### config.mk
export PLATFORM = sky130hd
export DESIGN_NAME = lonr_regs
export DESIGN_NICKNAME = d
export VERILOG_FILES = /design/src/hdl/lonr_pkg.sv /design/src/hdl/lonr_regs.sv /design/src/hdl/lonr_sat_add.sv
export SDC_FILE = /design/constraint.sdc
export NUM_CORES = 1
export LEC_CHECK = 0
export BUFFER_PORTS_ARGS = -buffer_cell sky130_fd_sc_hd__buf_2
export CAP_MARGIN = 25
export CORE_UTILIZATION = 50
export CTS_CLUSTER_SIZE = 25
export DETAILED_ROUTE_END_ITERATION = 7
export GPL_TIMING_DRIVEN = 0
export HOLD_SLACK_MARGIN = 0.12
export PLACE_DENSITY = 0.74
export SYNTH_ARGS = -nofsm -noshare
export SYNTH_HDL_FRONTEND = slang
export SYNTH_SLANG_ARGS = --single-unit
### constraint.sdc
create_clock -name clock -period 4.5 [get_ports clock]
set_clock_uncertainty 0.1 [all_clocks]
set_input_delay 0.225 -clock clock [delete_from_list [all_inputs] [get_ports clock]]
set_output_delay 0.225 -clock clock [all_outputs]
set_load 0.02 [all_outputs]
### src/hdl/lonr_pkg.sv
// constants, register map and state codes of the threshold/offset/nvm register bank
// Summary of operation
// (RULE1) thresholds are 16-bit signed codes, 7.8125 mdegC per count, span +-256 degC
// (RULE2) negative thresholds use two's complement, same as the temperature result
// (RULE3) upper threshold reloads from nvm after reset or general call; factory 6000h; the code ignores a general call while busy
// (RULE4) lower threshold reloads from nvm after reset; factory code 8000h
// (RULE5) while locked, writes change only the volatile registers, nvm untouched
// (RULE6) while unlocked, a write to a programmable register also programs nvm; the code skips nvm for writes made while busy
// (RULE7) unlock register carries a read-only busy bit mirroring the config busy bit
// (RULE8) busy is one during nvm programming or the reset reload
// (RULE9) busy returns to zero once the last nvm transaction has finished
// (RULE10) scratch word one is nvm backed; a locked write changes only the register
// (RULE11) an unlocked scratch write programs the matching nvm location
// (RULE12) scratch words come preloaded from nvm with an identifier the host may overwrite
// (RULE13) host should not reprogram scratch word one, it holds traceability data
// (RULE14) scratch word two behaves exactly like scratch word one
// (RULE15) calibration offset is added to the linearized result before it is stored
// (RULE16) offset uses the same step and span as the temperature result
// (RULE17) an overflowing sum saturates to the maximum or minimum code
// (RULE18) in alert mode a result above the upper threshold sets the high flag
// (RULE19) in alert mode a result below the lower threshold sets the low flag
// (RULE20) host should wait for busy low before another unlocked write
// (RULE21) unused unlock register bits read zero and ignore writes
package lonr_pkg;

    localparam int          DATA_W          = 16;
    localparam int          ADDR_W          = 8;

    // register addresses
    localparam logic [7:0]  ADDR_UPPER      = 8'h02;
    localparam logic [7:0]  ADDR_LOWER      = 8'h03;
    localparam logic [7:0]  ADDR_UNLOCK     = 8'h04;
    localparam logic [7:0]  ADDR_SCRATCH1   = 8'h05;
    localparam logic [7:0]  ADDR_SCRATCH2   = 8'h06;
    localparam logic [7:0]  ADDR_OFFSET     = 8'h07;

    // reset values
    localparam logic [15:0] UPPER_RESET     = 16'h6000;
    localparam logic [15:0] LOWER_RESET     = 16'h8000;
    localparam logic [15:0] OFFSET_RESET    = 16'h0000;
    localparam logic [15:0] SCRATCH_RESET   = 16'h0000;
    localparam logic [15:0] ZERO_WORD       = 16'h0000;

    // unlock register fields
    localparam int          UNLOCK_BIT      = 15;
    localparam int          BUSY_BIT        = 14;

    // saturation limits of the result code
    localparam logic [15:0] RESULT_MAX      = 16'h7fff;
    localparam logic [15:0] RESULT_MIN      = 16'h8000;

    // reload sequence: words fetched from nvm after reset
    localparam logic [1:0]  LOAD_FIRST      = 2'h0;
    localparam logic [1:0]  LOAD_LAST       = 2'h3;
    localparam logic [1:0]  LOAD_STEP       = 2'h1;

    // controller states, one-hot
    typedef enum logic [3:0] {
        LONR_LOAD_REQ  = 4'h1,
        LONR_LOAD_WAIT = 4'h2,
        LONR_IDLE      = 4'h4,
        LONR_PROG_WAIT = 4'h8
    } lonr_state_t;

endpackage : lonr_pkg

### src/hdl/lonr_regs.sv
// threshold, nvm unlock, scratch and calibration offset register bank
`timescale 1ns/1ps
module lonr_regs (
    // clock and reset
    input  wire logic        clock,
    input  wire logic        resetn,
    // register access from the serial front end
    input  wire logic [7:0]  reg_addr,
    input  wire logic [15:0] reg_wdata,
    input  wire logic        reg_wr,
    input  wire logic        reg_rd,
    output logic      [15:0] reg_rdata,
    output logic             reg_rd_valid,
    // general-call reset request
    input  wire logic        gcall_reset,
    // non-volatile storage port
    output logic             nvm_rd_req,
    output logic             nvm_wr_req,
    output logic      [7:0]  nvm_addr,
    output logic      [15:0] nvm_wdata,
    input  wire logic [15:0] nvm_rdata,
    input  wire logic        nvm_ack,
    // busy, mirrored into the configuration register
    output logic             nvm_busy,
    // linearized temperature in, offset-corrected result out
    input  wire logic [15:0] raw_result,
    input  wire logic        raw_valid,
    output logic      [15:0] result,
    output logic             result_valid,
    // alert flags
    input  wire logic        alert_mode,
    input  wire logic        flag_clear,
    output logic             high_alert,
    output logic             low_alert,
    // register contents for the rest of the sensor
    output logic      [15:0] upper_threshold,
    output logic      [15:0] lower_threshold
);

    // complete state of the bank
    typedef struct packed {
        lonr_pkg::lonr_state_t state;
        logic [1:0]            load_idx;
        logic [15:0]           upper;
        logic [15:0]           lower;
        logic                  unlock;
        logic [15:0]           scratch1;
        logic [15:0]           scratch2;
        logic [15:0]           offset;
        logic                  busy;
        logic                  nvm_rd;
        logic                  nvm_wr;
        logic [7:0]            nvm_addr;
        logic [15:0]           nvm_wdata;
        logic [15:0]           rdata;
        logic                  rd_valid;
        logic [15:0]           result;
        logic                  result_valid;
        logic                  high_alert;
        logic                  low_alert;
    } lonr_regs_t;

    lonr_regs_t  st;
    lonr_regs_t  next_st;
    logic [15:0] corrected;
    logic        prog_addr;
    logic [7:0]  load_addr;
    logic [15:0] read_word;

    // offset correction; saturation hides overflow of extreme offsets
    lonr_sat_add #(
        .W   (lonr_pkg::DATA_W)
    ) u_sat_add (
        .a   (raw_result),
        .b   (st.offset),
        .sum (corrected)
    );

    // addresses that own an nvm location
    always_comb begin
        prog_addr = (reg_addr == lonr_pkg::ADDR_UPPER)    ||
                    (reg_addr == lonr_pkg::ADDR_LOWER)    ||
                    (reg_addr == lonr_pkg::ADDR_SCRATCH1) ||
                    (reg_addr == lonr_pkg::ADDR_SCRATCH2);
    end

    // nvm word fetched at each step of the reload
    always_comb begin
        case (st.load_idx)
            2'h0:    load_addr = lonr_pkg::ADDR_UPPER;
            2'h1:    load_addr = lonr_pkg::ADDR_LOWER;
            2'h2:    load_addr = lonr_pkg::ADDR_SCRATCH1;
            default: load_addr = lonr_pkg::ADDR_SCRATCH2;
        endcase
    end

    // read mux; unmapped addresses read zero
    always_comb begin
        case (reg_addr)
            lonr_pkg::ADDR_UPPER:    read_word = st.upper;
            lonr_pkg::ADDR_LOWER:    read_word = st.lower;
            lonr_pkg::ADDR_UNLOCK: begin
                read_word = lonr_pkg::ZERO_WORD; // RULE21
                read_word[lonr_pkg::UNLOCK_BIT] = st.unlock;
                read_word[lonr_pkg::BUSY_BIT]   = st.busy; // RULE7
            end
            lonr_pkg::ADDR_SCRATCH1: read_word = st.scratch1;
            lonr_pkg::ADDR_SCRATCH2: read_word = st.scratch2;
            lonr_pkg::ADDR_OFFSET:   read_word = st.offset;
            default:                 read_word = lonr_pkg::ZERO_WORD;
        endcase
    end

    // next-state logic of the whole bank
    always_comb begin
        next_st = st;
        next_st.rd_valid     = 1'b0;
        next_st.result_valid = 1'b0;

        // register reads answer one cycle later
        if (reg_rd) begin
            next_st.rdata    = read_word;
            next_st.rd_valid = 1'b1;
        end

        // host writes update the volatile copy unless a reload word in the same cycle overrides it; a general call in that cycle overrides only an unlock write
        if (reg_wr) begin
            case (reg_addr)
                lonr_pkg::ADDR_UPPER:    next_st.upper    = reg_wdata; // RULE1
                lonr_pkg::ADDR_LOWER:    next_st.lower    = reg_wdata; // RULE2
                lonr_pkg::ADDR_UNLOCK:   next_st.unlock   = reg_wdata[lonr_pkg::UNLOCK_BIT]; // RULE21
                lonr_pkg::ADDR_SCRATCH1: next_st.scratch1 = reg_wdata; // RULE10
                lonr_pkg::ADDR_SCRATCH2: next_st.scratch2 = reg_wdata; // RULE14
                lonr_pkg::ADDR_OFFSET:   next_st.offset   = reg_wdata; // RULE16
                default: begin
                end
            endcase
        end

        // result path: offset added before the result is stored
        if (raw_valid) begin
            next_st.result       = corrected; // RULE15
            next_st.result_valid = 1'b1;
        end

        // flags compare the stored code; clear loses to a new event
        if (flag_clear) begin
            next_st.high_alert = 1'b0;
            next_st.low_alert  = 1'b0;
        end
        if (raw_valid && alert_mode) begin
            if ($signed(corrected) > $signed(st.upper)) begin
                next_st.high_alert = 1'b1; // RULE18
            end
            if ($signed(corrected) < $signed(st.lower)) begin
                next_st.low_alert = 1'b1; // RULE19
            end
        end

        // nvm controller
        case (st.state)
            lonr_pkg::LONR_LOAD_REQ: begin
                next_st.busy     = 1'b1; // RULE8
                next_st.nvm_rd   = 1'b1;
                next_st.nvm_addr = load_addr;
                next_st.state    = lonr_pkg::LONR_LOAD_WAIT;
            end
            lonr_pkg::LONR_LOAD_WAIT: begin
                if (nvm_ack) begin
                    next_st.nvm_rd = 1'b0;
                    case (st.load_idx)
                        2'h0:    next_st.upper    = nvm_rdata; // RULE3
                        2'h1:    next_st.lower    = nvm_rdata; // RULE4
                        2'h2:    next_st.scratch1 = nvm_rdata; // RULE12
                        default: next_st.scratch2 = nvm_rdata; // RULE12
                    endcase
                    if (st.load_idx == lonr_pkg::LOAD_LAST) begin
                        next_st.busy  = 1'b0; // RULE9
                        next_st.state = lonr_pkg::LONR_IDLE;
                    end else begin
                        next_st.load_idx = st.load_idx + lonr_pkg::LOAD_STEP;
                        next_st.state    = lonr_pkg::LONR_LOAD_REQ;
                    end
                end
            end
            lonr_pkg::LONR_IDLE: begin
                if (gcall_reset) begin
                    // general call restarts the reload and relocks programming
                    next_st.unlock   = 1'b0;
                    next_st.load_idx = lonr_pkg::LOAD_FIRST;
                    next_st.busy     = 1'b1; // RULE8
                    next_st.state    = lonr_pkg::LONR_LOAD_REQ; // RULE3
                end else if (reg_wr && prog_addr && st.unlock) begin // RULE5
                    // locked writes never reach here, so nvm stays untouched
                    next_st.nvm_wr    = 1'b1; // RULE6
                    next_st.nvm_addr  = reg_addr; // RULE11
                    next_st.nvm_wdata = reg_wdata;
                    next_st.busy      = 1'b1; // RULE8
                    next_st.state     = lonr_pkg::LONR_PROG_WAIT;
                end
            end
            lonr_pkg::LONR_PROG_WAIT: begin
                // unlocked writes while busy update only the register
                if (nvm_ack) begin
                    next_st.nvm_wr = 1'b0;
                    next_st.busy   = 1'b0; // RULE9
                    next_st.state  = lonr_pkg::LONR_IDLE;
                end
            end
            default: begin
                next_st.state = lonr_pkg::LONR_IDLE;
                next_st.busy  = 1'b0;
            end
        endcase
    end

    // state register; reset values stand until the reload overwrites them
    always_ff @(posedge clock) begin
        if (!resetn) begin
            st.state        <= lonr_pkg::LONR_LOAD_REQ;
            st.load_idx     <= lonr_pkg::LOAD_FIRST;
            st.upper        <= lonr_pkg::UPPER_RESET;
            st.lower        <= lonr_pkg::LOWER_RESET;
            st.unlock       <= 1'b0;
            st.scratch1     <= lonr_pkg::SCRATCH_RESET;
            st.scratch2     <= lonr_pkg::SCRATCH_RESET;
            st.offset       <= lonr_pkg::OFFSET_RESET;
            st.busy         <= 1'b1;
            st.nvm_rd       <= 1'b0;
            st.nvm_wr       <= 1'b0;
            st.nvm_addr     <= lonr_pkg::ADDR_UPPER;
            st.nvm_wdata    <= lonr_pkg::ZERO_WORD;
            st.rdata        <= lonr_pkg::ZERO_WORD;
            st.rd_valid     <= 1'b0;
            st.result       <= lonr_pkg::ZERO_WORD;
            st.result_valid <= 1'b0;
            st.high_alert   <= 1'b0;
            st.low_alert    <= 1'b0;
        end else begin
            st <= next_st;
        end
    end

    // outputs straight from the state flops
    assign reg_rdata       = st.rdata;
    assign reg_rd_valid    = st.rd_valid;
    assign nvm_rd_req      = st.nvm_rd;
    assign nvm_wr_req      = st.nvm_wr;
    assign nvm_addr        = st.nvm_addr;
    assign nvm_wdata       = st.nvm_wdata;
    assign nvm_busy        = st.busy;
    assign result          = st.result;
    assign result_valid    = st.result_valid;
    assign high_alert      = st.high_alert;
    assign low_alert       = st.low_alert;
    assign upper_threshold = st.upper;
    assign lower_threshold = st.lower;
endmodule : lonr_regs

### src/hdl/lonr_sat_add.sv
// saturating signed adder for result plus calibration offset
`timescale 1ns/1ps
module lonr_sat_add #(
    parameter int W = 16
) (
    // operands
    input  wire logic [W-1:0] a,
    input  wire logic [W-1:0] b,
    // saturated sum
    output logic      [W-1:0] sum
);

    logic [W:0] wide;

    // one guard bit shows overflow when it differs from the sign bit
    always_comb begin
        wide = {a[W-1], a} + {b[W-1], b};
        if (wide[W] != wide[W-1]) begin
            sum = wide[W] ? {1'b1, {(W-1){1'b0}}} : {1'b0, {(W-1){1'b1}}}; // RULE17
        end else begin
            sum = wide[W-1:0];
        end
    end

endmodule : lonr_sat_add

==> Implementation_results.wiki <==
{| class="wikitable"
! Metric !! Value
|-
| CP Data Required Time || 4.68 ns
|-
| Count of unique library cells instantiated by Yosys || 62
|-
| Initial DRC Count || 871
|-
| Gate power share || 0.144
|-
| Chip Width || 136.7 um
|-
| Fraction of layout cells with a size suffix above 1 || 0.2319
|-
| Routed wire length per instance || 18.52 um
|-
| Async set-or-reset flop fraction in the synthesized netlist || 0
|-
| Starting Density || 0.5188
|-
| Antenna violation net count after detailed routing || 0
|-
| Final hold violation count || 0
|-
| Number of violations of the max-capacitance limit || 0
|-
| Via total after detailed routing || 9055
|-
| Global router's overall resource usage || 0.3191
|-
| Initial antenna violation count || 0
|-
| Detailed Place HPWL || 22450 um
|-
| Final standard cell area without fillers || 0.01114 sq mm
|-
| Min cycle time layout || 4.310 ns
|-
| Arr. time, crit path || 4.49 ns
|-
| Post-synthesis cell area || 0.009066 sq mm
|-
| Kind of end point of the critical path || flip-flop
|-
| Worst rel slew slack || 0.4218
|-
| Instance count of the mapped netlist || 1125
|-
| Weighted congestion reported at the end of routability-driven placement || 0.9372
|-
| Buffer cell driving the clock tree root || clkbuf_16
|-
| Status || complete, no violations
|-
| Number of H-tree levels || 4
|-
| Startpoint kind of the worst setup timing path || flip-flop
|-
| Internal power || 2369 uW
|-
| Category of the most critical setup path || reg2reg
|-
| Wire length of the first global-routing pass || 45020 um
|-
| CTS buffer count || 17
|-
| 1st-pass router iterations || 6
|-
| TritonCTS clock tree || done
|-
| Power density relative to cell area || 291.9 mW/mm^2
|-
| Clock transition at the registers of the reported paths || 0.06 ns
|-
| Worst hold path class || in2reg
|-
| Wire length after detailed routing || 29160 um
|-
| Post-detailed-route DRC marker count || 0
|-
| Commonest cells after routing, fill and taps aside || 169 x buf_2, 153 x nand2_1, 150 x dfxtp_1
|-
| Die Height || 136.7 um
|-
| Via count of the first global-routing pass || 8477
|-
| Deepest clock path buffer count || 2
|-
| Setup-violating endpoint count in the final report || 0
|-
| Floorplan die area || 0.01867 sq mm
|-
| Pin count of the biggest net entering global routing || 17
|-
| Number of filler cells placed in the layout || 1550
|-
| Maximum vdd drop || 0.2954 mV
|-
| Clock sink count || 150
|-
| Highest clock frequency the design can meet || 232.0 MHz
|-
| Clock latency reported for the late side of the worst-skew pair || 0.44 ns
|-
| Area added between synthesis and finish || 22.88%
|-
| Drt via density || 5.749
|-
| Sequential share of power || 0.431
|-
| Critical-path maximum fanout || 5
|-
| Power dissipated by switching net loads || 882.9 uW
|-
| Leading cell type in the layout, fill and taps excluded || buf_2
|-
| I/O Buffers || 156
|-
| Switching portion of total power || 0.2715
|-
| Static leakage power || 0.005088 uW
|-
| Overflow left after global routing || 0
|-
| Number of synthesized flops with an enable pin || 0
|-
| Core Box Area || 0.01748 sq mm
|-
| Ant. Diodes || 0
|-
| Mean post-synth cell area || 8.059 sq um
|-
| Total of flip-flops plus latches after synthesis || 150
|-
| Worst-case hold slack || 0.1292 ns
|-
| Max-slew violations || 0
|-
| Flip-flop cell with the highest count after synthesis || dfxtp_1
|-
| Nets@finish || 1456
|-
| Power share of the clock group || 0.424
|-
| Number of standard-cell rows in the floorplan || 48
|-
| Mapped Nets || 1243
|-
| Ports placed on the boundary || 160
|-
| Placed cell area || 0.01013 sq mm
|-
| Fraction of the cycle the final worst path needs || 0.9579
|-
| Total chip power || 3252 uW
|-
| Share of synthesized area occupied by flip-flops and latches || 0.3312
|-
| Worst-Margin Slew || 0.8673 ns
|-
| Warnings from Yosys || 0
|}
worst max-delay path, stage by stage (launching register included):
cell and delay, ns:
dfxtp_1 0.35, ha_2 0.21, fa_2 0.35, nand3_1 0.11, nand2_2 0.11, a221oi_4 0.36, o211ai_4 0.15, a31o_4 0.29
or3_1 0.42, nor3_4 0.24, nor2b_1 0.12, ha_1 0.31, nand4_1 0.12, or2_2 0.34, o221ai_2 0.25, nor3_2 0.08
a21oi_1 0.15, a31oi_1 0.10
logic make-up after synthesis:
logic type | synth area share
and+or+nand+nor | 0.1816
AOI/OAI and AO/OA | 0.2005
buffers and inverters | 0.1198
DFF | 0.3312
muxes | 0.08101
adders and majority gates | 0.07618
xor gates and xnor gates | 0.009660
cell type report:
class / count / area (sq um) / share of cell area
well taps: 225 / 281.5 / 0.02527
flip-flops and latches: 150 / 3003 / 0.2695
plain buffers: 154 / 924.6 / 0.08300
clock buffers: 23 / 488.0 / 0.04380
clock inverters: 8 / 72.57 / 0.006514
repair buffers: 194 / 1156 / 0.1038
multi-input cells: 778 / 5054 / 0.4536
inverters: 43 / 161.4 / 0.01449
registers in the layout, indices dropped and copies added, names as in the netlist, 8 cells and up:
name	cells
nvm_wdata	16
upper_threshold	16
result	16
st	55
lower_threshold	16
reg_rdata	16
nvm_addr	8
Yosys cell counts (6+ instances only):
cell type  number  area, sq um
clkbuf_1       49        183.9
nor4_1          7        43.79
a211oi_1       49        367.9
nand3_1        27        135.1
xnor2_1         6        52.55
mux2i_1        72        720.7
nand4_1         6        37.54
a22oi_1        15        112.6
ha_1           52        650.6
buf_4          88        660.6
o21a_1         14        105.1
inv_1          41        153.9
a21o_1         13        97.59
nand3b_1        9        67.56
dfxtp_1       150         3003
o21ai_0        41        205.2
nor3_1          6        30.03
nor2_1        112        420.4
a311oi_1       16        140.1
a21oi_1        95        475.5
buf_2          13        65.06
nand2_1       154        578.1
nor2b_1        11        68.82
nor4b_1         6        52.55
and3_1          8        50.05
and2_1          7        43.79
power by group through the flow:
| stage | logic, uW | clock network, uW | registers, uW |
|---|---|---|---|
| after floorplan | 271 | 0 | 1420 |
| after global placement | 424 | 0 | 1430 |
| after detailed placement | 430 | 0 | 1430 |
| after CTS | 457 | 1380 | 1400 |
| after global routing | 510 | 1430 | 1410 |
| final | 470 | 1380 | 1400 |
layer usage:
layer | up-vias | share of wire | GRT usage
li1 | 4311 | - | -
met1 | 4219 | 0.42 | 0.4142
met2 | 464 | 0.46 | 0.5203
met3 | 61 | 0.090 | 0.06593
met4 | 0 | 0.028 | 0.1160
met5 | - | 0 | 0
path summary, 6_finish.rpt:
check / startpoint / endpoint / slack, ns / depth (start not counted)
setup / recovery: st[63] / low_alert / 0.19 / 17
hold / removal: raw_valid / high_alert / 0.13 / 4
setup reg to reg: st[63] / low_alert / 0.19 / 17
hold reg to reg: nvm_wdata[0] / nvm_wdata[0] / 0.36 / 2
stage by stage:
step	std cells	setup TNS, ns	worst slack, ns	utilization
after floorplan	1125	0	0.6423	-
after global routing	1575	-0.02727	-0.02727	0.6375
after CTS	1573	0	0.06021	0.6326
final	1575	0	0.1896	0.6375
after detailed placement	1506	-0.01468	-0.01468	0.5795
after global placement	1506	0	0.02732	0.5795
what timing repair did:
item	4_1_cts	5_1_grt
resized for setup	1	16
pin swaps	0	3
buffers inserted	0	2
endpoints found under the setup margin	1	2
hold endpoints to repair	104	0
hold buffers	36	0
Note: power is estimated with default switching activity, not from simulation.
